`config.mk`:
```
export PLATFORM = sky130hd
export DESIGN_NAME = ssr_status_regs
export DESIGN_NICKNAME = d
export VERILOG_FILES = /design/src/include/ssr_pkg.sv /design/src/verilog/ssr_sync3.sv /design/src/verilog/ssr_sticky.sv /design/src/verilog/ssr_status_regs.sv
export SDC_FILE = /design/constraint.sdc
export NUM_CORES = 1
export LEC_CHECK = 0
export ABC_CLOCK_PERIOD_IN_PS = 2170
export BUFFER_PORTS_ARGS = -buffer_cell sky130_fd_sc_hd__buf_2
export CORE_MARGIN = 2
export CORE_UTILIZATION = 40
export DETAILED_ROUTE_END_ITERATION = 12
export GPL_TIMING_DRIVEN = 0
export SLEW_MARGIN = 20
export SYNTH_ARGS = -nofsm -noshare
export SYNTH_HDL_FRONTEND = slang
export SYNTH_SLANG_ARGS = --single-unit
```
`constraint.sdc`:
```
create_clock -name clk_sys_in -period 2.17 [get_ports clk_sys_in]
set_clock_uncertainty 0.05 [all_clocks]
set_input_delay 0.217 -clock clk_sys_in [delete_from_list [all_inputs] [get_ports clk_sys_in]]
set_output_delay 0.217 -clock clk_sys_in [all_outputs]
set_load 0.01 [all_outputs]
```
`src/include/ssr_pkg.sv`:
```
// shared constants and carriers for the status and sample-count register group
package ssr_pkg;
    // register offsets
    localparam logic [7:0] ADDR_SYNC_LOCK_STATUS = 8'h2D;
    localparam logic [7:0] ADDR_OUTPUT_READY_STATUS = 8'h2E;
    localparam logic [7:0] ADDR_EVENT_FLAG_STATUS = 8'h2F;
    localparam logic [7:0] ADDR_SAMPLE_COUNT_LOW = 8'h30;
    localparam logic [7:0] ADDR_SAMPLE_COUNT_MID = 8'h31;
    localparam logic [7:0] ADDR_SAMPLE_COUNT_HIGH = 8'h32;
    // sync_lock_status fields
    localparam int CMD_DONE_BIT = 7;
    localparam int LOCKED_BIT = 1;
    localparam int AVAIL_BIT = 0;
    // output_ready_status fields
    localparam int FUSION_NEW_BIT = 3;
    localparam int RATE_NEW_BIT = 1;
    localparam int ACCEL_NEW_BIT = 0;
    // event_flag_status fields
    localparam int SIG_MOTION_BIT = 7;
    localparam int NO_MOTION_BIT = 6;
    localparam int ANY_MOTION_BIT = 5;
    localparam int STEP_BIT = 4;
    localparam int TAP_BIT = 1;
    // reset values
    localparam logic [7:0] STATUS_RESET = 8'h00;
    localparam logic [23:0] COUNT_RESET = 24'h000000;
    localparam logic [23:0] COUNT_STEP = 24'h000001;
    localparam logic [7:0] READ_ZERO = 8'h00;

    // one event per producer, one-cycle pulses
    typedef struct packed {
        logic fusion_new;
        logic rate_new;
        logic accel_new;
    } ssr_data_evt_s;

    typedef struct packed {
        logic sig_motion;
        logic no_motion;
        logic any_motion;
        logic step;
        logic tap;
    } ssr_motion_evt_s;

    typedef struct packed {
        logic [7:0] addr;
        logic [7:0] wdata;
        logic wr;
        logic rd;
    } ssr_bus_req_s;
endpackage

```
`src/verilog/ssr_sync3.sv`:
```
// three-stage synchroniser for pin-level inputs, change taken when stages two and three agree
`timescale 1ns/1ps
module ssr_sync3 (
    // clock and reset
    input wire logic clk_sys_in,
    input wire logic reset_n_in,
    // data
    input wire logic async_in,
    output logic sync_out
);
    logic [2:0] stage_reg;
    logic [2:0] stage_next;
    logic out_reg;
    logic out_next;

    always_comb begin
        stage_next = {stage_reg[1:0], async_in};
        out_next = out_reg;
        if (stage_reg[1] == stage_reg[2]) begin
            out_next = stage_reg[2];
        end
    end

    always_ff @(posedge clk_sys_in or negedge reset_n_in) begin
        if (!reset_n_in) begin
            stage_reg <= 3'h0;
            out_reg <= 1'b0;
        end else begin
            stage_reg <= stage_next;
            out_reg <= out_next;
        end
    end

    assign sync_out = out_reg;
endmodule

```
`src/verilog/ssr_sticky.sv`:
```
// sticky new-data flag, set by an event pulse, cleared by a host read; set wins
`timescale 1ns/1ps
module ssr_sticky (
    // clock and reset
    input wire logic clk_sys_in,
    input wire logic reset_n_in,
    // control
    input wire logic set_in,
    input wire logic clear_in,
    output logic flag_out
);
    logic flag_reg;
    logic flag_next;

    always_comb begin
        flag_next = flag_reg;
        if (clear_in) begin
            flag_next = 1'b0;
        end
        // an event in the clearing cycle stays visible
        if (set_in) begin
            flag_next = 1'b1;
        end
    end

    always_ff @(posedge clk_sys_in or negedge reset_n_in) begin
        if (!reset_n_in) begin
            flag_reg <= 1'b0;
        end else begin
            flag_reg <= flag_next;
        end
    end

    assign flag_out = flag_reg;
endmodule

```
`src/verilog/ssr_status_regs.sv`:
```
// status, event and sample-count register group with a plain register port
//
// Local design decision: the plain strobed port.
`timescale 1ns/1ps

module ssr_status_regs (
    // clock and reset
    input wire logic clk_sys_in,
    input wire logic reset_n_in,
    // register port
    input wire logic [7:0] reg_addr_in,
    input wire logic [7:0] reg_wdata_in,
    input wire logic reg_wr_in,
    input wire logic reg_rd_in,
    output logic [7:0] reg_rdata_out,
    // configuration and command engine, same clock
    input wire logic sync_sample_enable_in,
    input wire logic command_done_in,
    input wire logic command_start_in,
    input wire logic data_locked_in,
    input wire logic data_avail_in,
    // interrupt pins as driven by the device, asynchronous
    input wire logic interrupt_pin_one_in,
    input wire logic interrupt_pin_two_in,
    // producers, one-cycle pulses
    input wire ssr_pkg::ssr_data_evt_s data_evt_in,
    input wire ssr_pkg::ssr_motion_evt_s motion_evt_in,
    input wire logic sample_set_done_in,
    // observation
    output logic [23:0] sample_counter_out
);
    ssr_pkg::ssr_bus_req_s req;
    logic int_one_sync;
    logic int_two_sync;
    logic fusion_flag;
    logic rate_flag;
    logic accel_flag;
    logic rd_ready;
    logic rd_event;
    logic [4:0] motion_flag;

    logic cmd_done_reg;
    logic cmd_done_next;
    logic [23:0] count_reg;
    logic [23:0] count_next;
    logic [23:0] snap_reg;
    logic [23:0] snap_next;
    logic [7:0] rdata_reg;
    logic [7:0] rdata_next;

    // writes are accepted on the port and discarded: every location is read-only
    assign req = '{addr: reg_addr_in, wdata: reg_wdata_in, wr: reg_wr_in, rd: reg_rd_in};

    function automatic logic hit(input ssr_pkg::ssr_bus_req_s r, input logic [7:0] a);
        hit = r.rd && (r.addr == a);
    endfunction

    assign rd_ready = hit(req, ssr_pkg::ADDR_OUTPUT_READY_STATUS);
    assign rd_event = hit(req, ssr_pkg::ADDR_EVENT_FLAG_STATUS);

    ssr_sync3 u_sync_one (
        .clk_sys_in(clk_sys_in),
        .reset_n_in(reset_n_in),
        .async_in(interrupt_pin_one_in),
        .sync_out(int_one_sync)
    );

    ssr_sync3 u_sync_two (
        .clk_sys_in(clk_sys_in),
        .reset_n_in(reset_n_in),
        .async_in(interrupt_pin_two_in),
        .sync_out(int_two_sync)
    );

    ssr_sticky u_fusion (
        .clk_sys_in(clk_sys_in),
        .reset_n_in(reset_n_in),
        .set_in(data_evt_in.fusion_new),
        .clear_in(rd_ready),
        .flag_out(fusion_flag)
    );

    ssr_sticky u_rate (
        .clk_sys_in(clk_sys_in),
        .reset_n_in(reset_n_in),
        .set_in(data_evt_in.rate_new),
        .clear_in(rd_ready),
        .flag_out(rate_flag)
    );

    ssr_sticky u_accel (
        .clk_sys_in(clk_sys_in),
        .reset_n_in(reset_n_in),
        .set_in(data_evt_in.accel_new),
        .clear_in(rd_ready),
        .flag_out(accel_flag)
    );

    // motion flags are sticky too and drop when the event register is read
    for (genvar i = 0; i < 5; i++) begin : g_motion
        ssr_sticky u_motion (
            .clk_sys_in(clk_sys_in),
            .reset_n_in(reset_n_in),
            .set_in(motion_evt_in[i]),
            .clear_in(rd_event),
            .flag_out(motion_flag[i])
        );
    end

    // command-complete: cleared when a new command starts, set by completion
    always_comb begin
        cmd_done_next = cmd_done_reg;
        if (command_start_in) begin
            cmd_done_next = 1'b0;
        end
        if (command_done_in) begin
            cmd_done_next = 1'b1;
        end
    end

    // sample counter with snapshot of the upper bytes on a low-byte read
    always_comb begin
        count_next = count_reg;
        if (sample_set_done_in) begin
            count_next = count_reg + ssr_pkg::COUNT_STEP;
        end
        snap_next = snap_reg;
        if (hit(req, ssr_pkg::ADDR_SAMPLE_COUNT_LOW)) begin
            // a carry mid-burst cannot tear the value read back
            snap_next = count_reg;
        end
    end

    // read data, one cycle after the strobe
    always_comb begin
        rdata_next = ssr_pkg::READ_ZERO;
        if (req.rd) begin
            case (req.addr)
                ssr_pkg::ADDR_SYNC_LOCK_STATUS: begin
                    rdata_next[ssr_pkg::CMD_DONE_BIT] = cmd_done_reg;
                    if (sync_sample_enable_in) begin
                        rdata_next[ssr_pkg::LOCKED_BIT] = data_locked_in;
                        rdata_next[ssr_pkg::AVAIL_BIT] = data_avail_in;
                    end else begin
                        rdata_next[ssr_pkg::LOCKED_BIT] = int_one_sync;
                        rdata_next[ssr_pkg::AVAIL_BIT] = int_two_sync;
                    end
                end
                ssr_pkg::ADDR_OUTPUT_READY_STATUS: begin
                    rdata_next[ssr_pkg::FUSION_NEW_BIT] = fusion_flag;
                    rdata_next[ssr_pkg::RATE_NEW_BIT] = rate_flag;
                    rdata_next[ssr_pkg::ACCEL_NEW_BIT] = accel_flag;
                end
                ssr_pkg::ADDR_EVENT_FLAG_STATUS: begin
                    rdata_next[ssr_pkg::SIG_MOTION_BIT] = motion_flag[4];
                    rdata_next[ssr_pkg::NO_MOTION_BIT] = motion_flag[3];
                    rdata_next[ssr_pkg::ANY_MOTION_BIT] = motion_flag[2];
                    rdata_next[ssr_pkg::STEP_BIT] = motion_flag[1];
                    rdata_next[ssr_pkg::TAP_BIT] = motion_flag[0];
                end
                ssr_pkg::ADDR_SAMPLE_COUNT_LOW: begin
                    rdata_next = count_reg[7:0];
                end
                ssr_pkg::ADDR_SAMPLE_COUNT_MID: begin
                    rdata_next = snap_reg[15:8];
                end
                ssr_pkg::ADDR_SAMPLE_COUNT_HIGH: begin
                    rdata_next = snap_reg[23:16];
                end
                default: begin
                    rdata_next = ssr_pkg::READ_ZERO;
                end
            endcase
        end
    end

    always_ff @(posedge clk_sys_in or negedge reset_n_in) begin
        if (!reset_n_in) begin
            cmd_done_reg <= 1'b0;
            count_reg <= ssr_pkg::COUNT_RESET;
            snap_reg <= ssr_pkg::COUNT_RESET;
            rdata_reg <= ssr_pkg::STATUS_RESET;
        end else begin
            cmd_done_reg <= cmd_done_next;
            count_reg <= count_next;
            snap_reg <= snap_next;
            rdata_reg <= rdata_next;
        end
    end

    assign reg_rdata_out = rdata_reg;
    assign sample_counter_out = count_reg;
endmodule

```
## Word-level counts from Yosys, hierarchy flattened

Cells that the tools add are included.

| cells by class | value |
|---|---|
| add/subtract/negate cells | 1 |
| mux-type cells | 20 |
| reduce and logical (&&, ||, !) cells | 12 |
| equality and inequality tests | 8 |

Operator list:

| kind | count |
|---|---|
| $eq 8x6->1 const B | 6 |
| $add 24x1->24 const B | 1 |
| $reduce_bool 2->1 | 9 |
| $mux 1 | 12 |
| $pmux 3 s4 | 1 |
| $pmux 1 s5 | 2 |
| $mux 8 | 1 |
| $pmux 1 s6 | 1 |
| $pmux 1 s4 | 1 |
| $logic_and 1x1->1 | 3 |
| $pmux 1 s3 | 1 |
| $eq 1x1->1 | 2 |
| $mux 2 | 1 |

| word-level totals | value |
|---|---|
| output and inout bits | 32 |
| bits of input ports | 36 |
| register bits after elaboration | 73 |
| logic and storage cells | 57 |

## Depth between registers and ports, before layout

| depth | value |
|---|---|
| depth after elaboration | 4 |
| depth in mapped cells | 6 |
| mapped depth without buffers | 5 |

## Cells and area by module

From an unflattened synthesis, not the netlist that was laid out.

| second synthesis, totals | value |
|---|---|
| cell total of the unflattened synthesis | 247 |
| area, all modules | 2934.1 um2 |

By module, submodules not included:

| module | cells each | area each (um2) | times used | sequential area each (um2) |
|---|---|---|---|---|
| ssr_status_regs | 213 | 2421.1 | 1 | 1226.2 |
| ssr_sticky | 3 | 36.3 | 8 | 25.0 |
| ssr_sync3 | 5 | 111.4 | 2 | 100.1 |

## Worst setup path after synthesis

Ideal clock, no wire load.

| path | value |
|---|---|
| path type | register -> register |
| start point | register count_reg[0] (netlist: sample_counter_out[0]) |
| end point | register count_reg[18] (netlist: sample_counter_out[18]) |
| library setup time | 126 ps |
| path slack | 329 ps |
| data required time | 1994 ps |
| stages on the path, launching flop included | 6 |
| path buffers | 0 |
| arrival | 1665 ps |
| clock period less this slack | 1841 ps |
| path through | dfrtp_1 -> ha_1 -> nand4_1 -> nor4_1 -> nand3_1 -> xnor2_1 |

| on the way | value |
|---|---|
| word-level cells in the longest chain between the ends | 1 |

RTL lines:

| item | RTL line | RTL |
|---|---|---|
| start, declared | ssr_status_regs.sv:44 | `logic [23:0] count_reg;` |
| start signal, assigned | ssr_status_regs.sv:180 | `count_reg <= ssr_pkg::COUNT_RESET;` |
| start signal, assigned | ssr_status_regs.sv:185 | `count_reg <= count_next;` |
| $add 24x1->24 | ssr_status_regs.sv:125 | `count_next = count_reg + ssr_pkg::COUNT_STEP;` |

Every way passes these cells.
A chain may end at the register's enable or synchronous reset.

## Worst setup path after layout

Ends and elaborated chain as after synthesis.

==> impl_results.md <==
- Post-synth EDFFs: 0
- Compound-Gate Fraction of Synth Area: between 6 and 7%
- Drt first pass iters: 5
- Syn avg cell area: between 10 and 15 um^2
- Commonest non-fill, non-tap cell in the layout: dfrtp_1
- CP startpoint kind: flip-flop
- Initial antenna violation count: 0
- Chip width: between 80 and 90 um
- Critical path class: reg -> reg
- CTS Root Cell: clkbuf_8
- Status: finished clean
- GRT Total Usage: 16.7%
- Syn_nets: 263
- Antenna Cells: 0
- Max clock buf depth: 2
- Synth-to-layout area growth: 24.5%
- Req. time, crit path: 2340 ps
- Synth Area in Simple Gates: around 15%
- XOR/XNOR share of the synthesized area: 7.20%
- Final WL: a little under 6000 um
- Initial Util: about two fifths
- Final period utilization: a little over nine tenths
- Synth Warn #: 0
- Main combinational cell family by area after synthesis: simple AND/OR/NAND/NOR gates
- Post-synth design cell area: 2800 um^2
- DRT antenna net count: 0
- Placed cell count: between 300 and 400
- Pins Over Slew Limit: 0
- Clk sinks: 65
- DP Worst Slack: -157 ps
- Final core occ: slightly above 50%
- Fin. Hold Viols: 0
- FP Rows: 30
- Largest net degree at the start of global routing: 40
- DP Wirelength: 4340 um
- Overflow after GRT: 0
- # DRC: 0
- Final net count: ~330
- CORE AREA: between 6000 and 7000 um^2
- Vias in the first global route: 1862
- Max cap viols: 0
- Peak supply drop: approximately 490 uV
- Worst skew pair latency: approximately 330 ps
- Cell taking the most area after synthesis: dfrtp_1
- Most frequent cells in the layout: 65 x dfrtp_1, 55 x buf_2, 20 x nand2_1, 18 x xnor2_1, 17 x mux2_2
- Setup WS post-layout: 122 ps
- Lkg Pwr: between 1.5 and 2 nW
- Layout cells sized above 1: about 33%
- First-pass GRT wire length: between 9000 and 10000 um
- Seq/Total Area, Yosys: 58.2%
- Initial drt markers: 149
- Die area: approximately 7700 um^2
- Number of H-tree levels: 3
- Top_reg_cell synth: dfrtp_1
- Final hold slack: around 13 ps
- Async S/R FF share, synth: 100%
- Slew margin rel.: between 50 and 60%
- Max Fclk: roughly 0.49 GHz
- Worst hold path type: in -> reg
- Reg clk slew, reported paths: about 80 ps
- # setup viols final: 0
- Critical Path Fanout Max: 6
- GP Congestion: a little under 0.8
- Slew @ Worst Pin: 644 ps
- Max reg flops: 24
- I/O Buffers: 56
- Fill count: 645
- Total number of vias: 1981
- I/O Pins: between 60 and 70
- CTS buffer count: 9
- CP endpoint kind: flip-flop
- DR vias/cell: 4.98
- Post-CTS setup buffers: 0
- Cell Count, Final, Fillers Out: ~400
- WL per Instance: ~15 um
- Die Span Y: around 90 um
- Fin crit period: a little over 2000 ps
- FF+latch count, synth: 65
- Synth cell types: 38
- Multiplexer share of the synthesized area: 10.5%
- RSZ-0062 raised after global routing: yes
- Power Dens Cells: 824 nW/um^2
- CTS tree: built
- Synth top area share: about three fifths
- Top post-synthesis cells by area: dfrtp_1 58%, mux2_2 6.8%, xnor2_1 5.6%
- Pwr Total: around 0.0029 W
- Post-synthesis adder-cell area fraction: between 1 and 1.5%
- Mapped Cells: approximately 230
- WP data arrival: about 2200 ps
final timing paths:
path / from / to / slack, ps / cells past startpoint
worst max register to register: sample_counter_out[0] / sample_counter_out[18] / 120 / 5
min in group asynchronous: reset_n_in / sample_counter_out[4] / 290 / 2
worst min register to register: u_sync_two.stage_reg[0] / u_sync_two.stage_reg[1] / 300 / 0
worst min-delay path: motion_evt_in[1] / g_motion[1].u_motion.flag_out / 10 / 2
worst max-delay path: sample_counter_out[0] / sample_counter_out[18] / 120 / 5
max in group asynchronous: reset_n_in / reg_rdata_out[0] / 1270 / 3
final cells by class:
cell class / count / area, um^2 / share of cell area (%)
inverter: 3 / 11.3 / 0.324
sequential: 65 / 1630 / 46.7
clock inverter: 7 / 95.1 / 2.73
tap: 96 / 120 / 3.45
buffer: 5 / 26.3 / 0.755
multi-input combinational: 153 / 1140 / 32.9
timing repair buffer: 60 / 333 / 9.56
clock buffer: 9 / 124 / 3.56
timing repair:
item,in CTS,in global routing
setup endpoints to repair,7,4
hold buffers,3,0
endpoints found under the hold margin,28,0
resized for setup,2,0
logic make-up (layout without fill, tap and decap cells):
family | after synthesis | in the layout
AOI/OAI and AO/OA | 27 | 27
xor gates and xnor gates | 23 | 23
adders and majority gates | 3 | 3
buffers and inverters | 8 | 84
DFF | 65 | 65
muxes | 27 | 27
and+or+nand+nor | 73 | 73
Yosys cell counts, drive strengths merged, types with 5 or more instances:
master / count
dfrtp: 65
mux2i: 9
xnor2: 18
nand4: 11
nor2: 13
o21ai: 5
nand3: 9
xor2: 5
nand2: 21
mux2: 18
a21o: 9
through the flow:
stage | TNS [ps] | cell area [um^2]
after floorplan | 0 | 2800
after global placement | -379 | 3200
after detailed placement | -423 | 3220
after CTS | 0 | 3480
after global routing | -135 | 3480
final | 0 | 3480
routing by layer:
layer	part of all wire [%]	GRT usage, %	routed length [um]	up-vias
li1	-	-	-	954
met1	49	25.2	2800	978
met2	46	23.1	2660	39
met3	3.5	3.77	205	10
met4	1.8	7.13	106	0
met5	0	0	0	-
report_power, final:
group | switching, W | internal, W
clock | 0.000467 | 0.000646
combinational | 0.000179 | 0.000160
sequential | 0.000129 | 0.00129
total | 0.000775 | 0.00209
worst max-delay path, stage by stage (launching register included):
cell     delay (ps)
dfrtp_1         500
ha_1            220
nand4_1         250
nor4_2          610
nand3_1         170
xnor2_1         150
(Power assumes the default switching activity.)
